**config.mk**
```make
export PLATFORM = sky130hd
export DESIGN_NAME = ccs_clk_source
export DESIGN_NICKNAME = d
export VERILOG_FILES = /design/src/logic/ccs_pkg.sv /design/src/logic/ccs_clk_div.sv /design/src/logic/ccs_clk_source.sv
export SDC_FILE = /design/constraint.sdc
export NUM_CORES = 1
export LEC_CHECK = 0
export ABC_AREA = 1
export BUFFER_PORTS_ARGS = -buffer_cell sky130_fd_sc_hd__buf_2
export CAP_MARGIN = 20
export CORE_ASPECT_RATIO = 2
export CORE_UTILIZATION = 45
export CTS_BUF_LIST = sky130_fd_sc_hd__clkbuf_4 sky130_fd_sc_hd__clkbuf_8
export DETAILED_ROUTE_END_ITERATION = 8
export GPL_TIMING_DRIVEN = 0
export PLACE_DENSITY_LB_ADDON = 0.1
export SKIP_CTS_REPAIR_TIMING = 1
export SYNTH_ARGS = -nofsm -noshare
export SYNTH_HDL_FRONTEND = slang
export SYNTH_SLANG_ARGS = --single-unit
```
**constraint.sdc**
```tcl
create_clock -name sys_clk_in -period 3.74 [get_ports sys_clk_in]
set_input_delay 0.748 -clock sys_clk_in [delete_from_list [all_inputs] [get_ports sys_clk_in]]
set_output_delay 0.748 -clock sys_clk_in [all_outputs]
set_load 0.05 [all_outputs]
```
**src/logic/ccs_pkg.sv**
```systemverilog
package ccs_pkg;

  // ****************************************
  // widths and oscillator pin indices
  // ****************************************
  localparam int DIV_W = 10;
  localparam int BUS_W = 16;
  localparam int ADDR_W = 2;
  localparam int TUNE_W = 6;
  localparam int FBD_W = 9;
  localparam int NUM_OSC = 5;
  localparam int SYNC_LEN = 3;
  localparam int OSC_FAST = 0;
  localparam int OSC_PRI = 1;
  localparam int OSC_SEC = 2;
  localparam int OSC_SLOW = 3;
  localparam int OSC_VCO = 4;

  // ****************************************
  // register offsets, fields and reset values
  // ****************************************
  localparam logic [ADDR_W-1:0] ADDR_DIV = 2'h0;
  localparam logic [ADDR_W-1:0] ADDR_FBD = 2'h1;
  localparam logic [ADDR_W-1:0] ADDR_TUNE = 2'h2;
  localparam logic [ADDR_W-1:0] ADDR_STAT = 2'h3;
  localparam logic [BUS_W-1:0] DIV_RESET = 16'h3040;
  localparam logic [BUS_W-1:0] DIV_WMASK = 16'hFFDF;
  localparam logic [FBD_W-1:0] FBD_RESET = 9'h030;
  localparam logic [TUNE_W-1:0] TUNE_RESET = 6'h00;
  localparam int PRE_LSB = 0;
  localparam int PRE_W = 5;
  localparam int POST_LSB = 6;
  localparam int POST_W = 2;
  localparam int FAST_DIV_LSB = 8;
  localparam int FAST_DIV_W = 3;
  localparam int STAT_SRC_LSB = 0;
  localparam int STAT_PMODE_LSB = 3;
  localparam int STAT_PLL_BIT = 5;

  // ****************************************
  // divide factors
  // ****************************************
  localparam logic [DIV_W-1:0] PRE_BASE = 10'h002;
  localparam logic [DIV_W-1:0] FB_BASE = 10'h002;
  localparam logic [DIV_W-1:0] FRCN_BASE = 10'h002;
  localparam logic [DIV_W-1:0] FRCN_MAX = 10'h100;
  localparam logic [DIV_W-1:0] FRC16_FACTOR = 10'h010;
  localparam logic [DIV_W-1:0] INSTR_FACTOR = 10'h002;
  localparam logic [DIV_W-1:0] POST2 = 10'h002;
  localparam logic [DIV_W-1:0] POST4 = 10'h004;
  localparam logic [DIV_W-1:0] POST8 = 10'h008;
  localparam logic [DIV_W-1:0] FB_EX_FACTOR = 10'h020;
  localparam logic [FBD_W-1:0] FB_EX_SEL = 9'h01E;
  localparam logic [POST_W-1:0] POST_SEL_2 = 2'h0;
  localparam logic [POST_W-1:0] POST_SEL_4 = 2'h1;
  localparam logic [POST_W-1:0] POST_SEL_8 = 2'h3;

  // ****************************************
  // types
  // ****************************************
  typedef enum logic [2:0] {
    SRC_FAST = 3'h0,
    SRC_FAST_PLL = 3'h1,
    SRC_PRI = 3'h2,
    SRC_PRI_PLL = 3'h3,
    SRC_SEC = 3'h4,
    SRC_SLOW_RC = 3'h5,
    SRC_FAST_DIV16 = 3'h6,
    SRC_FAST_DIVN = 3'h7
  } ccs_source_type;

  typedef enum logic [1:0] {
    PMODE_EXTERNAL_CLOCK = 2'h0,
    PMODE_CRYSTAL = 2'h1,
    PMODE_HIGH_SPEED_CRYSTAL = 2'h2,
    PMODE_OFF = 2'h3
  } ccs_pmode_type;

  typedef struct packed {
    ccs_source_type initial_source_select;
    ccs_pmode_type primary_osc_mode;
  } ccs_cfg_type;

  typedef struct packed {
    logic [ADDR_W-1:0] addr;
    logic [BUS_W-1:0] wdata;
    logic wr;
    logic rd;
  } ccs_bus_req_type;

  typedef struct packed {
    ccs_cfg_type cfg;
    logic pll_en;
    logic [BUS_W-1:0] clock_divisor_reg;
    logic [FBD_W-1:0] pll_feedback_reg;
    logic [TUNE_W-1:0] tune;
    logic [NUM_OSC-1:0][SYNC_LEN-1:0] sync;
    logic [NUM_OSC-1:0] lvl;
    logic [NUM_OSC-1:0] edge_seen;
    logic fosc;
    logic fosc_edge;
    logic lref;
    logic [BUS_W-1:0] rdata;
  } ccs_state_type;

endpackage
```
**src/logic/ccs_clk_div.sv**
```systemverilog
`timescale 1ns/100ps
module ccs_clk_div #(
  parameter int W = ccs_pkg::DIV_W
) (
  // clock, reset, enable
  input wire logic sys_clk_in,
  input wire logic srst_in,
  input wire logic clk_en_in,
  // source edge and factor
  input wire logic tick_in,
  input wire logic [W-1:0] factor_in,
  // divided clock
  output logic clk_out
);

  // ****************************************
  // state
  // ****************************************
  typedef struct packed {
    logic [W-1:0] fac;
    logic [W:0] cnt;
    logic out;
  } ccs_div_state_type;

  localparam logic [W-1:0] FAC_MIN = W'(1);
  localparam logic [W:0] CNT_ONE = (W+1)'(1);
  localparam ccs_div_state_type DIV_RST = '{fac: FAC_MIN, cnt: '0, out: 1'b0};

  ccs_div_state_type st_q;
  ccs_div_state_type st_d;
  logic [W:0] top;
  logic [W:0] half;

  // ****************************************
  // counter over both source edges
  // ****************************************
  always_comb begin
    st_d = st_q;
    top = {st_q.fac, 1'b0} - CNT_ONE;
    half = {1'b0, st_q.fac} - CNT_ONE;
    if (srst_in) begin
      st_d = DIV_RST;
    end else if (tick_in) begin
      // factor taken only at period end
      if (st_q.cnt == top) begin
        st_d.cnt = '0;
        st_d.out = 1'b1;
        st_d.fac = (factor_in == '0) ? FAC_MIN : factor_in;
      end else begin
        if (st_q.cnt == half) begin
          st_d.out = 1'b0;
        end
        st_d.cnt = st_q.cnt + CNT_ONE;
      end
    end
  end

  always_ff @(posedge sys_clk_in) begin
    if (srst_in || clk_en_in) begin
      st_q <= st_d;
    end
  end

  assign clk_out = st_q.out;
endmodule

```
**src/logic/ccs_clk_source.sv**
```systemverilog
// The plain strobed port and the register offsets were decided locally.
`timescale 1ns/100ps
// Operation
// - eight clock choices: fast RC, primary, both via PLL, secondary, slow RC, fast RC divided by 16 and by N.
// - fast RC divided by 2 to 256, chosen by a three-bit field.
// - tuning register value drives the fast RC trim output.
// - power-on source from three-bit source field plus two-bit primary mode.
// - erased configuration selects a fast RC based source.
// - twelve clock modes from source field and primary mode combinations.
// - instruction and peripheral clocks are the system clock divided by two.
// - only primary and fast RC may feed the PLL.
// - PLL input divided by prescale 2 to 33 from low five bits.
// - feedback factor comes from nine-bit field of feedback register.
// - postscale 2, 4 or 8 from bits seven to six.
// - PLL output is input times feedback over prescale times postscale.
// - low-power RC feeds watchdog timer and clock fail monitor references.
// - source codes 000 to 111 decode to the eight source paths.
// - prescale zero gives 2, feedback 1E gives 32, postscale zero gives 2.
module ccs_clk_source (
  // clock, reset, enable
  input wire logic sys_clk_in,
  input wire logic srst_in,
  input wire logic clk_en_in,
  // register port
  input wire ccs_pkg::ccs_bus_req_type bus_req_in,
  output logic [ccs_pkg::BUS_W-1:0] rdata_out,
  // nonvolatile configuration
  input wire ccs_pkg::ccs_cfg_type cfg_in,
  // oscillator and pll core clocks
  input wire logic [ccs_pkg::NUM_OSC-1:0] osc_in,
  // generated clocks
  output logic fosc_out,
  output logic instr_clk_out,
  output logic periph_clk_out,
  // pll core control
  output logic pll_enable_out,
  output logic pll_ref_out,
  output logic pll_fb_out,
  // oscillator control and references
  output logic [ccs_pkg::TUNE_W-1:0] fast_tune_out,
  output logic [1:0] prim_mode_out,
  output logic [2:0] cur_source_out,
  output logic wdt_ref_out,
  output logic fail_mon_ref_out
);

  localparam int DW = ccs_pkg::DIV_W;
  localparam int BW = ccs_pkg::BUS_W;

  ccs_pkg::ccs_state_type st_q;
  ccs_pkg::ccs_state_type st_d;
  logic fosc_sel;
  logic post_clk;
  logic frcn_clk;
  logic frc16_clk;
  logic pll_in_tick;
  logic vco_tick;
  logic [DW-1:0] frcn_factor;
  logic [DW-1:0] pre_factor;
  logic [DW-1:0] fb_factor;
  logic [DW-1:0] post_factor;

  // ****************************************
  // divide factors from the registers
  // ****************************************
  // power of two from 2 to 256
  assign frcn_factor = ccs_pkg::FRCN_BASE <<
    st_q.clock_divisor_reg[ccs_pkg::FAST_DIV_LSB +: ccs_pkg::FAST_DIV_W];
  assign pre_factor = DW'(st_q.clock_divisor_reg[ccs_pkg::PRE_LSB +:
    ccs_pkg::PRE_W]) + ccs_pkg::PRE_BASE;
  assign fb_factor = DW'(st_q.pll_feedback_reg) + ccs_pkg::FB_BASE;

  // postscale decode, reserved code taken as four
  always_comb begin
    case (st_q.clock_divisor_reg[ccs_pkg::POST_LSB +: ccs_pkg::POST_W])
      ccs_pkg::POST_SEL_2: post_factor = ccs_pkg::POST2;
      ccs_pkg::POST_SEL_8: post_factor = ccs_pkg::POST8;
      default: post_factor = ccs_pkg::POST4;
    endcase
  end

  // pll input gated to fast RC or primary
  assign pll_in_tick = st_q.pll_en &&
    ((st_q.cfg.initial_source_select == ccs_pkg::SRC_FAST_PLL) ?
     st_q.edge_seen[ccs_pkg::OSC_FAST] : st_q.edge_seen[ccs_pkg::OSC_PRI]);
  assign vco_tick = st_q.pll_en && st_q.edge_seen[ccs_pkg::OSC_VCO];

  // ****************************************
  // source selection
  // ****************************************
  // eight clock choices, source decode
  always_comb begin
    case (st_q.cfg.initial_source_select)
      ccs_pkg::SRC_FAST: fosc_sel = st_q.lvl[ccs_pkg::OSC_FAST];
      ccs_pkg::SRC_FAST_PLL: fosc_sel = post_clk;
      ccs_pkg::SRC_PRI: fosc_sel = st_q.lvl[ccs_pkg::OSC_PRI];
      ccs_pkg::SRC_PRI_PLL: fosc_sel = post_clk;
      ccs_pkg::SRC_SEC: fosc_sel = st_q.lvl[ccs_pkg::OSC_SEC];
      ccs_pkg::SRC_SLOW_RC: fosc_sel = st_q.lvl[ccs_pkg::OSC_SLOW];
      ccs_pkg::SRC_FAST_DIV16: fosc_sel = frc16_clk;
      default: fosc_sel = frcn_clk;
    endcase
  end

  // ****************************************
  // state update
  // ****************************************
  always_comb begin
    st_d = st_q;
    st_d.rdata = '0;
    for (int i = 0; i < ccs_pkg::NUM_OSC; i++) begin
      st_d.sync[i][0] = osc_in[i];
      st_d.sync[i][1] = st_q.sync[i][0];
      st_d.sync[i][2] = st_q.sync[i][1];
      if (st_q.sync[i][1] == st_q.sync[i][2]) begin
        st_d.lvl[i] = st_q.sync[i][2];
      end
      st_d.edge_seen[i] = (st_d.lvl[i] != st_q.lvl[i]);
    end
    st_d.lref = st_q.lvl[ccs_pkg::OSC_SLOW];
    st_d.fosc = fosc_sel;
    st_d.fosc_edge = (fosc_sel != st_q.fosc);
    if (bus_req_in.wr) begin
      if (bus_req_in.addr == ccs_pkg::ADDR_DIV) begin
        st_d.clock_divisor_reg = bus_req_in.wdata & ccs_pkg::DIV_WMASK;
      end else if (bus_req_in.addr == ccs_pkg::ADDR_FBD) begin
        st_d.pll_feedback_reg = bus_req_in.wdata[ccs_pkg::FBD_W-1:0];
      end else if (bus_req_in.addr == ccs_pkg::ADDR_TUNE) begin
        st_d.tune = bus_req_in.wdata[ccs_pkg::TUNE_W-1:0];
      end
    end
    if (bus_req_in.rd) begin
      if (bus_req_in.addr == ccs_pkg::ADDR_DIV) begin
        st_d.rdata = st_q.clock_divisor_reg;
      end else if (bus_req_in.addr == ccs_pkg::ADDR_FBD) begin
        st_d.rdata = BW'(st_q.pll_feedback_reg);
      end else if (bus_req_in.addr == ccs_pkg::ADDR_TUNE) begin
        st_d.rdata = BW'(st_q.tune);
      end else begin
        st_d.rdata[ccs_pkg::STAT_SRC_LSB +: 3] =
          st_q.cfg.initial_source_select;
        st_d.rdata[ccs_pkg::STAT_PMODE_LSB +: 2] = st_q.cfg.primary_osc_mode;
        st_d.rdata[ccs_pkg::STAT_PLL_BIT] = st_q.pll_en;
      end
    end
    if (srst_in) begin
      st_d = '0;
      // capture source and primary mode, only here
      // erased or any of twelve modes
      st_d.cfg = cfg_in;
      st_d.pll_en =
        (cfg_in.initial_source_select == ccs_pkg::SRC_FAST_PLL) ||
        (cfg_in.initial_source_select == ccs_pkg::SRC_PRI_PLL);
      st_d.clock_divisor_reg = ccs_pkg::DIV_RESET;
      st_d.pll_feedback_reg = ccs_pkg::FBD_RESET;
      st_d.tune = ccs_pkg::TUNE_RESET;
    end
  end

  always_ff @(posedge sys_clk_in) begin
    if (srst_in || clk_en_in) begin
      st_q <= st_d;
    end
  end

  // ****************************************
  // dividers
  // ****************************************
  // fast RC divided by N
  ccs_clk_div #(.W(DW)) u_frcn (
    .sys_clk_in(sys_clk_in),
    .srst_in(srst_in),
    .clk_en_in(clk_en_in),
    .tick_in(st_q.edge_seen[ccs_pkg::OSC_FAST]),
    .factor_in(frcn_factor),
    .clk_out(frcn_clk)
  );

  ccs_clk_div #(.W(DW)) u_frc16 (
    .sys_clk_in(sys_clk_in),
    .srst_in(srst_in),
    .clk_en_in(clk_en_in),
    .tick_in(st_q.edge_seen[ccs_pkg::OSC_FAST]),
    .factor_in(ccs_pkg::FRC16_FACTOR),
    .clk_out(frc16_clk)
  );

  // prescaled reference for the pll core
  ccs_clk_div #(.W(DW)) u_pre (
    .sys_clk_in(sys_clk_in),
    .srst_in(srst_in),
    .clk_en_in(clk_en_in),
    .tick_in(pll_in_tick),
    .factor_in(pre_factor),
    .clk_out(pll_ref_out)
  );

  // feedback divider closes the loop, output ratio
  ccs_clk_div #(.W(DW)) u_fb (
    .sys_clk_in(sys_clk_in),
    .srst_in(srst_in),
    .clk_en_in(clk_en_in),
    .tick_in(vco_tick),
    .factor_in(fb_factor),
    .clk_out(pll_fb_out)
  );

  ccs_clk_div #(.W(DW)) u_post (
    .sys_clk_in(sys_clk_in),
    .srst_in(srst_in),
    .clk_en_in(clk_en_in),
    .tick_in(vco_tick),
    .factor_in(post_factor),
    .clk_out(post_clk)
  );

  ccs_clk_div #(.W(DW)) u_instr (
    .sys_clk_in(sys_clk_in),
    .srst_in(srst_in),
    .clk_en_in(clk_en_in),
    .tick_in(st_q.fosc_edge),
    .factor_in(ccs_pkg::INSTR_FACTOR),
    .clk_out(instr_clk_out)
  );

  // ****************************************
  // outputs
  // ****************************************
  assign periph_clk_out = instr_clk_out;
  assign fosc_out = st_q.fosc;
  assign rdata_out = st_q.rdata;
  assign pll_enable_out = st_q.pll_en;
  assign fast_tune_out = st_q.tune;
  assign prim_mode_out = st_q.cfg.primary_osc_mode;
  assign cur_source_out = st_q.cfg.initial_source_select;
  assign wdt_ref_out = st_q.lref;
  assign fail_mon_ref_out = st_q.lref;
endmodule

```
# Word level (Yosys, flattened, before mapping)
# Cells that the tools add are included.
dict set report classes {
  n_div 0
  n_eq_ne 36
  n_lt_le_gt_ge 0
  mux 45
  mul 0
  n_bitwise 1
  n_reduce_logical 53
  add_sub_neg 20
  shift 1
}
# op n
set op_table {}
lappend op_table {{$eq A11 B11 Y1} 12}
lappend op_table {{$mux W22} 6}
lappend op_table {{$mux W10} 8}
lappend op_table {{$mux W12} 6}
lappend op_table {{$add A11 B1 Y11 const B} 6}
lappend op_table {{$sub A10 B1 Y11 const B} 6}
lappend op_table {{$sub A11 B1 Y11 const B} 6}
lappend op_table {{$logic_not A10 Y1} 4}
lappend op_table {{$reduce_and A3 Y1} 13}
lappend op_table {{$mux W16} 2}
lappend op_table {{$mux W31} 1}
lappend op_table {{$reduce_bool A2 Y1} 14}
lappend op_table {{$mux W6} 4}
lappend op_table {{$mux W9} 2}
lappend op_table {{$reduce_bool A3 Y1} 6}
lappend op_table {{$mux W15} 1}
lappend op_table {{$mux W1} 12}
lappend op_table {{$add A9 B2 Y10 const B} 1}
lappend op_table {{$reduce_and A2 Y1} 5}
lappend op_table {{$shl A2 B3 Y10 const A} 1}
lappend op_table {{$eq A3 B2 Y1 const B} 3}
lappend op_table {{$eq A3 B3 Y1 const B} 3}
lappend op_table {{$pmux W4 S2} 1}
lappend op_table {{$add A5 B2 Y6 const B} 1}
lappend op_table {{16 further kinds} 32}
dict set report totals {
  input_bits 33
  wordCells 191
  out_inout_bits 35
  n_memories 0
  latchBits 0
  regBits 213
  mem_bits_rw 0
  romBits 0
}

# Depth between registers and ports, before layout
# Gate-level depths: netlist (run 1).
dict set report logic_depth {
  ltp_word 6
  ltp_mapped 15
  mapped_depth_nobuf 15
}

# Hierarchy
# A second synthesis (run 1) with hierarchy kept.
dict set report unflattened {
  hier_cells 1689
  area_unflattened_um2 13995.9
}
# module area_per_inst_um2 instances seq_area_each_um2 cells_per_inst
set modules_own_cells {}
lappend modules_own_cells {ccs_clk_div 1704.1 6 660.6 223}
lappend modules_own_cells {ccs_clk_source 3771.1 1 2342.2 351}

# Worst setup path after synthesis (run 1)
# OpenSTA, ideal clock, no wires.
dict set report synth_path {
  path_type {input-to-reg}
  from {in bus_req_in[19] (netlist name)}
  to {reg st_q[59] (netlist name), enable pin}
  setup_ns 0.408
  n_path_buf 1
  path_stages 4
  arrival_ns 2.338
  required_time_ns 3.332
  setup_slack_ns 0.994
  cell_sequence {clkbuf_1 -> nor2_1 -> inv_1 -> o21ai_0}
}
dict set report synth_between {
  elab_chain_cells 3
}
# item line_no
set synth_lines {}
lappend synth_lines {{from (decl)} ccs_clk_source.sv:25} ;# input wire ccs_pkg::ccs_bus_req_type bus_req_in,
lappend synth_lines {{$logic_not A2 Y1} ccs_clk_source.sv:124} ;# if (bus_req_in.addr == ccs_pkg::ADDR_DIV) begin
lappend synth_lines {{$reduce_bool A2 Y1 (no source line)} --}
lappend synth_lines {{$reduce_and A3 Y1 (no source line)} --}
lappend synth_lines {{to (signal assigned)} ccs_clk_source.sv:162} ;# st_q <= st_d;
lappend synth_lines {{to (decl)} ccs_clk_source.sv:50} ;# ccs_pkg::ccs_state_type st_q;
# Every way passes these cells.
# A chain may end at the register's enable or synchronous reset.

# Final worst setup path (run 1)
dict set report layout_path {
  from {in srst_in}
  to {reg u_frcn.st_q[12] (netlist name), enable pin}
}
dict set report layout_between {
  elab_chain_cells 2
  elab_cells_between_ends 4
  classes_between {reduce/logical (4)}
}
# item line_no
set layout_lines {}
lappend layout_lines {{from (decl)} ccs_clk_source.sv:22} ;# input wire logic srst_in,
lappend layout_lines {{$reduce_bool A2 Y1 (no source line) / $logic_or A1 B1 Y1 (equally long branches)} --}
lappend layout_lines {{$reduce_and A3 Y1 (no source line) (*)} --}
lappend layout_lines {{to (signal assigned)} ccs_clk_div.sv:60} ;# st_q <= st_d;
lappend layout_lines {{to (decl)} ccs_clk_div.sv:29} ;# ccs_div_state_type st_q;
# Every way passes the cells marked *; elsewhere a longest branch is shown, timed or not.

==> reports/summary.txt, run 1 <==
Total number of placement rows: 79
Worst hold path startpoint: cfg_in[1]
Net count, final: 1382
Status: finished, violations left
Area enclosed by the die boundary: 0.0245 sq mm
GRT Total Usage: 21.3%
Antenna cell count: 0
Effective utilization at floorplan: 45.9%
Overall routed net length: 25000 um
Antenna violation net count after detailed routing: 0
Average via count per standard cell: 5.01
Number of DRC violations after detailed-routing iteration 0: 485
Buffering stage count on the worst path with inverters included: 4
Layout cells sized above 1: 14.7%
Clock Root Buffer: sky130_fd_sc_hd__clkbuf_8
Syn-to-layout area delta: 10.7%
Placer's final routability congestion estimate: 0.870
Critical path data required time: 3.91 ns
Synthesized instance count: 1244
Worst setup skew after layout: 0.0177 ns
DP Area: 0.0114 sq mm
Instance count along the most critical hold path: 1
Top-Level Pins: 68
Per-instance average area after synthesis: 8.61 sq um
R2r endpoint: u_fb.st_q[20]$_SDFFCE_PP0P_
Final critical-path share of the clock period: 72.0%
Final Max Slew Viols: 0
Slew Limit Headroom: 28.7%
Setup repair after global routing missed its margin: no
Transition at the pin with the smallest max-transition slack: 1.07 ns
Worst vdd ir: 0.322 mV
Critical path, cell by cell: buf_2, clkbuf_1, a21oi_1, inv_1, nand2_1, inv_1
CTS buffer count: 17
X dimension of the die: 111 um
Post-Synthesis Cell Area: 0.0107 sq mm
Final-report hold violation count: 0
Post-Synthesis Net Count: 1294
Cell family contributing the most delay on the critical path: buffers and inverters
TritonRoute pass-1 iters: 6
Post-DR wirelength/cell: 15.3 um
Global-route wire length before repair: 39300 um
Largest cells by area after synthesis: sky130_fd_sc_hd__edfxtp_1, sky130_fd_sc_hd__nand2_1, sky130_fd_sc_hd__nor2_1
Post-route standard cell area excluding fillers: 0.0118 sq mm
Detailed-route DRC error count: 8
Prevailing post-synth register cell: sky130_fd_sc_hd__edfxtp_1
Number of setup violations in the final report: 0
Overall die height: 220 um
Number of distinct library cells after synthesis: 42
Maximum buffer depth of the clock tree: 2
Pin count of the biggest net entering global routing: 33
Register area share after synthesis: 51.3%
Leakage: 5.24 nW
Clock network latency to the later pin of the worst-skew pair: 0.50 ns
Register clock-pin slew on the reported worst setup and hold paths: 0.10 ns
Flop2flop setup slack: 1.09 ns
Start-to-end type of the worst setup path: primary input to flop
Yosys synthesis warning count: 0
Violated checks: DRC
CTS tree: yes
GRT Residual Overflow: 0
Most common cell on crit path: sky130_fd_sc_hd__inv_1
Utilization after layout: 50.8%
Critical path fanouts, max: 26
Power density relative to cell area: 407 mW/mm^2
Post-route minimum period: 2.69 ns
Via count of the first global-routing pass: 8127
Clock sink total: 183
Largest stage delay on the critical path: 0.79 ns
Synth area leader: sky130_fd_sc_hd__edfxtp_1
Category of the worst setup path launch point: primary input
Std-Cell Core Area: 0.0233 sq mm
Post-DP HPWL: 19500 um
Worst Hold End: prim_mode_out[1]$_DFFE_PP_
Fraction of registers with async set or reset after synthesis: 0%
Data arrival, critical path: 2.86 ns
Total via count after detailed routing: 8155
Post-synthesis register bit count: 183
Launch point of the worst reg-to-reg path: u_fb.st_q[12]$_SDFFCE_PP1P_
Cell with the most instances after synthesis: sky130_fd_sc_hd__nand2_1
Synth top cells by count: sky130_fd_sc_hd__nand2_1, sky130_fd_sc_hd__nor2_1, sky130_fd_sc_hd__inv_1
Maximum level of the CTS H-tree: 4
Maximum frequency from static timing analysis: 0.371 GHz
Depth of the worst register-to-register path: 14
Number of synthesized flops with an enable pin: 183
Slowest stage cell, crit path: sky130_fd_sc_hd__inv_1
Tightest Hold Check Type: primary input to flop
Number of maximum-capacitance constraint violations: 0
Top-area cell type share of the netlist area: 51.3%
Category of the worst setup path capture point: flop
Number of buffers inserted by port buffering: 66
Number of antenna violations at the first check in global routing: 0
==> layout by cell type, fill, tap and decap left out, types with 4 or more instances in the layout <==
master and instances:
sky130_fd_sc_hd__a21oi_1 39, sky130_fd_sc_hd__a31oi_1 4, sky130_fd_sc_hd__buf_2 71, sky130_fd_sc_hd__buf_4 31
sky130_fd_sc_hd__clkbuf_1 14, sky130_fd_sc_hd__clkbuf_8 17, sky130_fd_sc_hd__edfxtp_1 183, sky130_fd_sc_hd__ha_1 17
sky130_fd_sc_hd__inv_1 183, sky130_fd_sc_hd__inv_2 6, sky130_fd_sc_hd__inv_8 4, sky130_fd_sc_hd__nand2_1 238
sky130_fd_sc_hd__nand2_2 8, sky130_fd_sc_hd__nand3_1 103, sky130_fd_sc_hd__nand4_1 12, sky130_fd_sc_hd__nor2_1 197
sky130_fd_sc_hd__nor2_2 25, sky130_fd_sc_hd__nor3_1 25, sky130_fd_sc_hd__nor3b_1 4, sky130_fd_sc_hd__o211ai_1 4
sky130_fd_sc_hd__o21ai_0 29, sky130_fd_sc_hd__o21ai_1 4, sky130_fd_sc_hd__o32ai_1 4, sky130_fd_sc_hd__or2_2 8
sky130_fd_sc_hd__xnor2_1 15, sky130_fd_sc_hd__xor2_1 58
==> routing by layer <==
layer | GRT usage, % | up-vias | part of all wire [%]
met3 | 3.70 | 49 | 3.0
met1 | 20.3 | 3787 | 36
met5 | 0 | - | 0
met4 | 10.2 | 0 | 3.7
li1 | - | 4190 | -
met2 | 43.2 | 129 | 57
==> state kept, by name (all words and copies together) (netlist names), 2 cells and up <==
register / count
st_q: 48
u_fb.st_q: 21
u_frcn.st_q: 20
u_pre.st_q: 17
rdata_out: 16
u_post.st_q: 15
u_frc16.st_q: 13
u_instr.st_q: 13
fast_tune_out: 6
cur_source_out: 3
prim_mode_out: 2
==> cell families (layout without fill, tap and decap cells) <==
| logic type | Yosys count | count (layout) | synth area share, % |
|---|---|---|---|
| adders and majority gates | 19 | 19 | 2.17 |
| buffers and inverters | 242 | 343 | 9.79 |
| AOI/OAI and AO/OA | 95 | 95 | 5.04 |
| xor gates and xnor gates | 73 | 73 | 5.97 |
| and+or+nand+nor | 632 | 632 | 25.7 |
| DFF | 183 | 183 | 51.3 |
==> metrics by stage <==
| step | hold WS (ns) | std cells | power [mW] | TNS, ns | setup WS, ns |
|---|---|---|---|---|---|
| after floorplan | 0.505 | 1244 | 3.23 | 0 | 0.994 |
| after global placement | 0.516 | 1593 | 3.46 | -3.85 | -0.0801 |
| after detailed placement | 0.523 | 1596 | 3.47 | 0 | 0.478 |
| after CTS | 0.380 | 1628 | 4.87 | 0 | 1.03 |
| after global routing | 0.387 | 1628 | 5.06 | 0 | 0.811 |
| final | 0.428 | 1628 | 4.83 | 0 | 1.05 |
==> how the worst max path moves through the flow <==
stage / start / end / slack [ns] / depth (start not counted)
2_1_floorplan: bus_req_in[19] / st_q[59]$_SDFFCE_PP0P_ / 0.99 / 4
5_1_grt: u_fb.st_q[12]$_SDFFCE_PP1P_ / u_fb.st_q[15]$_SDFFCE_PP0P_ / 0.81 / 14
3_3_place_gp: srst_in / st_q[38]$_SDFFCE_PP0N_ / -0.08 / 5
4_1_cts: srst_in / u_frcn.st_q[12]$_SDFFCE_PP1P_ / 1.03 / 6
6_report: srst_in / u_frcn.st_q[12]$_SDFFCE_PP1P_ / 1.05 / 6
3_5_place_dp: srst_in / u_frcn.st_q[17]$_SDFFCE_PP0P_ / 0.48 / 6
==> power by group <==
group / internal [mW] / leakage, nW / switching, mW
Sequential: 2.46 / 1.87 / 0.154
Clock: 0.569 / 0.207 / 0.839
Combinational: 0.278 / 3.16 / 0.532
==> cell type report <==
cell class | instances | area [sq um]
Inverter | 189 | 709
Tap cell | 283 | 354
Multi-Input combinational cell | 819 | 4160
Buffer | 53 | 339
Sequential cell | 183 | 5500
Clock inverter | 15 | 184
Clock buffer | 17 | 234
Fill cell | 2225 | 11500
Timing Repair Buffer | 69 | 369
(Power assumes the default switching activity.)
==> run 2, diff against run 1 <==
==> constraint.sdc (replaced) <==
create_clock -name sys_clk_in -period 2.3 [get_ports sys_clk_in]
set_input_delay 0.46 -clock sys_clk_in [delete_from_list [all_inputs] [get_ports sys_clk_in]]
set_output_delay 0.46 -clock sys_clk_in [all_outputs]
set_load 0.05 [all_outputs]
==> run 2 against run 1 <==
Critical endpoint is now u_instr.st_q[12]$_SDFFCE_PP1P_; combinational power is 71% higher; sequential share of layout area is 0.80 points lower; first-iteration DRC count is 0.21% lower; sequential cell count stayed put; total power is 59% higher; utilization is 0.90 points higher; register-to-register slack worse by 0.94 ns; the run still ends with DRC left.
==> reports/summary.txt, run 2 (synthesized netlist as in run 1, its figures left out) <==
Category of the worst setup path launch point: flop
Clock network latency to the later pin of the worst-skew pair: 0.50 ns
Final-report hold violation count: 0
Via count of the first global-routing pass: 8088
Clock sink total: 183
Net count, final: 1397
Number of buffers inserted by port buffering: 66
Register name with the most flops: st_q
Worst slack on hold paths: 0.139 ns
Pin count of the biggest net entering global routing: 33
Status: finished, violations left
Antenna violation net count after detailed routing: 0
Placer's final routability congestion estimate: 0.885
Global-route wire length before repair: 39500 um
Effective utilization at floorplan: 45.9%
Final critical-path share of the clock period: 93.4%
Largest registers: st_q: 48 flops, u_fb.st_q: 21 flops, u_frcn.st_q: 20 flops
Maximum level of the CTS H-tree: 4
Overall routed net length: 25200 um
GRT Total Usage: 21.3%
Critical path fanouts, max: 10
Cell Count, Final, Fillers Out: 1644
Critical path data required time: 2.51 ns
Data arrival, critical path: 2.36 ns
Tightest Hold Check Type: primary input to flop
Number of DRC violations after detailed-routing iteration 0: 484
Violated checks: DRC
Total via count after detailed routing: 8229
Number of antenna violations at the first check in global routing: 2
Overall die height: 220 um
Max FFs per register: 48
CTS tree: yes
Placement-stage worst setup slack: -0.681 ns
Maximum frequency from static timing analysis: 0.465 GHz
Total number of placement rows: 79
Area enclosed by the die boundary: 0.0245 sq mm
Layout cells sized above 1: 17.8%
X dimension of the die: 111 um
Post-route worst setup slack: 0.151 ns
Transition at the pin with the smallest max-transition slack: 0.945 ns
Post-DR wirelength/cell: 15.4 um
Maximum buffer depth of the clock tree: 2
Number of setup violations in the final report: 0
Start-to-end type of the worst setup path: flop to flop
Total negative slack for setup checks: 0 ns
Utilization after layout: 51.7%
Final Max Slew Viols: 0
Average via count per standard cell: 5.01
Placed cells: 1596
Most used cells in the layout excluding fill and tap cells: sky130_fd_sc_hd__nand2_1, sky130_fd_sc_hd__nor2_1, sky130_fd_sc_hd__edfxtp_1
Register clock-pin slew on the reported worst setup and hold paths: 0.09 ns
Syn-to-layout area delta: 12.6%
TritonRoute pass-1 iters: 7
Commonest non-fill, non-tap cell in the layout: sky130_fd_sc_hd__nand2_1
Power density relative to cell area: 636 mW/mm^2
Worst setup skew after layout: 0.0196 ns
Detailed-route DRC error count: 8
Number of maximum-capacitance constraint violations: 0
Worst vdd ir: 0.606 mV
Clock Root Buffer: sky130_fd_sc_hd__clkbuf_8
Category of the worst setup path capture point: flop
Std-Cell Core Area: 0.0233 sq mm
Post-DP HPWL: 19400 um
CTS buffer count: 17
Post-route minimum period: 2.15 ns
Leakage: 5.27 nW
Top-Level Pins: 68
GRT Residual Overflow: 0
Slew Limit Headroom: 36.3%
## run 2: cell count changes in the layout (fill, tap and decap cells not counted), moves of 4 or more
cell                         previous run  this run
sky130_fd_sc_hd__inv_2                  6        10
sky130_fd_sc_hd__buf_4                 31        45
sky130_fd_sc_hd__nor2_1               197       192
sky130_fd_sc_hd__nand2_1              238       233
sky130_fd_sc_hd__inv_1                183       175
sky130_fd_sc_hd__clkinvlp_4             1         8
## run 2: path summary, 6_finish.rpt
| kind | from | to | slack, ns | cells after the start |
|---|---|---|---|---|
| worst max-delay path | u_instr.st_q[12]$_SDFFCE_PP1P_ | u_instr.st_q[12]$_SDFFCE_PP1P_ | 0.15 | 9 |
| worst min-delay path | cfg_in[0] | prim_mode_out[0]$_DFFE_PP_ | 0.14 | 1 |
| worst max register to register | u_instr.st_q[12]$_SDFFCE_PP1P_ | u_instr.st_q[12]$_SDFFCE_PP1P_ | 0.15 | 9 |
| worst min register to register | st_q[38]$_SDFFCE_PP0N_ | st_q[39]$_SDFFCE_PP0N_ | 0.56 | 2 |
## run 2: per-layer routing
layer	routed length, um	vias to the layer above	global-route usage (%)
met1	9020	3780	20.4
met4	1110	2	11.9
met2	14300	160	42.5
met3	827	65	3.75
li1	-	4222	-
met5	10	-	0
## run 2: area by class of cell
cell class,instances,area (sq um)
Buffer,53,353
Antenna cell,1,2.50
Timing Repair Buffer,81,459
Tap cell,283,354
Inverter,189,723
Sequential cell,183,5500
Fill cell,2224,11300
Clock inverter,14,113
Clock buffer,18,241
Timing Repair inverter,3,22.5
Multi-Input combinational cell,819,4290
## run 2: through the flow
stage	power [mW]	cell area [sq um]
5_1_grt	8.05	12100
2_1_floorplan	5.26	10700
3_3_place_gp	5.62	11400
3_5_place_dp	5.64	11400
4_1_cts	7.68	11800
6_report	7.67	12100
## run 2: worst max-delay path, cell delays in order, from the launching register on
cell	delay (ns)
sky130_fd_sc_hd__edfxtp_1	0.45
sky130_fd_sc_hd__inv_1	0.09
sky130_fd_sc_hd__ha_2	0.23
sky130_fd_sc_hd__inv_1	0.13
sky130_fd_sc_hd__o31ai_4	0.30
sky130_fd_sc_hd__nand3_2	0.15
sky130_fd_sc_hd__nand2_1	0.12
sky130_fd_sc_hd__clkbuf_4	0.22
sky130_fd_sc_hd__nand2_1	0.08
sky130_fd_sc_hd__inv_1	0.11
## run 2: where the power goes
part | switching [mW] | internal [mW]
Clock | 1.26 | 0.784
Sequential | 0.252 | 3.99
Combinational | 0.895 | 0.484
Total | 2.41 | 5.26
==> run 3, diff against run 2 <==
--- a/config.mk
+++ b/config.mk
@@ -6,12 +6,12 @@
 export NUM_CORES = 1
 export LEC_CHECK = 0
 export ABC_AREA = 1
-export BUFFER_PORTS_ARGS = -buffer_cell sky130_fd_sc_hd__buf_2
 export CAP_MARGIN = 20
 export CORE_ASPECT_RATIO = 2
 export CORE_UTILIZATION = 45
 export CTS_BUF_LIST = sky130_fd_sc_hd__clkbuf_4 sky130_fd_sc_hd__clkbuf_8
 export DETAILED_ROUTE_END_ITERATION = 8
+export DONT_BUFFER_PORTS = 1
 export GPL_TIMING_DRIVEN = 0
 export PLACE_DENSITY_LB_ADDON = 0.1
 export SKIP_CTS_REPAIR_TIMING = 1
==> run 3 against run 2 <==
Non-clock buffer count is 50 lower; register-to-register slack worse by 0.05 ns; sequential power hardly changed; clock power is 4% higher; the run still ends with DRC left; final area is 1.4% lower.
==> reports/summary.txt, run 3 (synthesized netlist as in run 1, its figures left out) <==
Status: finished, violations left
Violated checks: DRC
Total number of placement rows: 79
Maximum level of the CTS H-tree: 4
Pin count of the biggest net entering global routing: 33
Worst setup skew after layout: 0.0146 ns
Critical path fanouts, max: 11
Number of DRC violations after detailed-routing iteration 0: 434
Tightest Hold Check Type: primary input to flop
Clock Root Buffer: sky130_fd_sc_hd__clkbuf_8
Setup repair after global routing missed its margin: yes
Critical path, cell by cell: inv_1, buf_2, clkbuf_1, o21ai_1, buf_6
Count of fill cells added during filler insertion: 2258
Flop2flop setup slack: 0.10 ns
Final total power: 7.72 mW
Final-report hold violation count: 0
Start-to-end type of the worst setup path: primary input to flop
Depth of the worst register-to-register path: 5
Std-Cell Core Area: 0.0233 sq mm
Cell Count, Final, Fillers Out: 1591
X dimension of the die: 111 um
Critical path data required time: 2.56 ns
Category of the worst setup path capture point: flop
Power density relative to cell area: 650 mW/mm^2
Area enclosed by the die boundary: 0.0245 sq mm
Top-Level Pins: 68
Seq. cell area: 0.00550 sq mm
Post-DP HPWL: 19400 um
Utilization after layout: 51.0%
Data arrival, critical path: 2.50 ns
Antenna violation net count after detailed routing: 0
Placer's final routability congestion estimate: 0.879
Largest stage delay on the critical path: 0.49 ns
Maximum frequency from static timing analysis: 0.447 GHz
Detailed-route DRC error count: 8
Effective utilization at floorplan: 45.9%
Transition at the pin with the smallest max-transition slack: 1.09 ns
Final Max Slew Viols: 0
CTS buffer count: 17
Timing startpoint of the critical path: srst_in
Average via count per standard cell: 5.10
Placed cells: 1530
R2r endpoint: u_fb.st_q[18]$_SDFFCE_PP0P_
Footprint of the multi-input gates: 0.00431 sq mm
Worst slack on hold paths: 0.0540 ns
Register clock-pin slew on the reported worst setup and hold paths: 0.10 ns
Launch point of the worst reg-to-reg path: pll_enable_out$_DFFE_PP_
Leakage: 5.07 nW
Cell family contributing the most delay on the critical path: buffers and inverters
Net count, final: 1346
Number of setup violations in the final report: 0
Clock network latency to the later pin of the worst-skew pair: 0.50 ns
Via count of the first global-routing pass: 7887
CTS tree: yes
Slowest stage cell, crit path: sky130_fd_sc_hd__clkbuf_1
Overall die height: 220 um
Register name with the most flops: st_q
Syn-to-layout area delta: 11.0%
GRT Total Usage: 21.3%
Maximum buffer depth of the clock tree: 2
Commonest non-fill, non-tap cell in the layout: sky130_fd_sc_hd__nand2_1
Layout cells sized above 1: 14.7%
Post-DR wirelength/cell: 16.0 um
Largest registers: st_q: 48 flops, u_fb.st_q: 21 flops, u_frcn.st_q: 20 flops
Endpoint of the most critical setup path: st_q[68]$_SDFFCE_PP0P_
Global-route wire length before repair: 39200 um
Number of maximum-capacitance constraint violations: 0
GRT Residual Overflow: 0
Total via count after detailed routing: 8122
Final critical-path share of the clock period: 97.2%
Max FFs per register: 48
Number of buffers inserted by port buffering: 0
Category of the worst setup path launch point: primary input
Overall routed net length: 25400 um
TritonRoute pass-1 iters: 7
Clock sink total: 183
Worst vdd ir: 0.430 mV
Post-route minimum period: 2.24 ns
Number of antenna violations at the first check in global routing: 1
Total negative slack for setup checks: 0 ns
Total number of cells along the worst setup path: 5
Most used cells in the layout excluding fill and tap cells: sky130_fd_sc_hd__nand2_1, sky130_fd_sc_hd__nor2_1, sky130_fd_sc_hd__edfxtp_1
Slew Limit Headroom: 27.5%
Buffering stage count on the worst path with inverters included: 4
run 3: changes by cell type in the layout (fill, tap and decap cells not counted), sizes merged:
cell and change:
clkbuf +1, bufinv +1, clkinv +1, clkinvlp -1, buf -51, inv -4
run 3: area by class of cell:
class / instances / area share, %
flip-flops and latches: 183 / 46.2
multi-input cells: 819 / 36.3
inverters: 189 / 6.06
well taps: 283 / 2.98
plain buffers: 53 / 2.95
repair buffers: 31 / 2.26
clock buffers: 18 / 2.03
clock inverters: 12 / 1.05
repair inverters: 2 / 0.126
diodes: 1 / 0.0211
run 3: how the worst min path moves through the flow:
stage | startpoint | endpoint | slack, ns | depth (start not counted)
finish | srst_in | u_instr.st_q[12]$_SDFFCE_PP1P_ | 0.05 | 0
global route | srst_in | u_instr.st_q[12]$_SDFFCE_PP1P_ | 0.02 | 0
CTS | cfg_in[2] | cur_source_out[0]$_DFFE_PP_ | 0.02 | 0
detailed placement | st_q[38]$_SDFFCE_PP0N_ | st_q[39]$_SDFFCE_PP0N_ | 0.52 | 2
global placement | st_q[38]$_SDFFCE_PP0N_ | st_q[39]$_SDFFCE_PP0N_ | 0.51 | 2
floorplan | st_q[29]$_SDFFCE_PP0N_ | st_q[30]$_SDFFCE_PP0N_ | 0.50 | 2
run 3: per-layer routing:
| metal | global-route usage, % | part of all wire (%) | vias up |
|---|---|---|---|
| li1 | - | - | 4113 |
| met1 | 20.5 | 36 | 3815 |
| met2 | 43.0 | 58 | 146 |
| met3 | 4.22 | 3.1 | 48 |
| met4 | 9.19 | 3.1 | 0 |
| met5 | 0 | 0 | - |
run 3: power breakdown:
part,leakage (nW),internal [mW],switching (mW),total (mW)
logic,3.02,0.462,0.854,1.32
registers,1.87,4.00,0.280,4.28
clock network,0.181,0.876,1.26,2.13
total,5.07,5.33,2.39,7.72
run 3: stage by stage:
stage,area (sq um),setup slack (ns)
final,11900,0.0637
after global routing,11900,-0.0415
after CTS,11500,-0.705
after detailed placement,11100,-0.670
after global placement,11100,-0.933
after floorplan,10700,0.00326
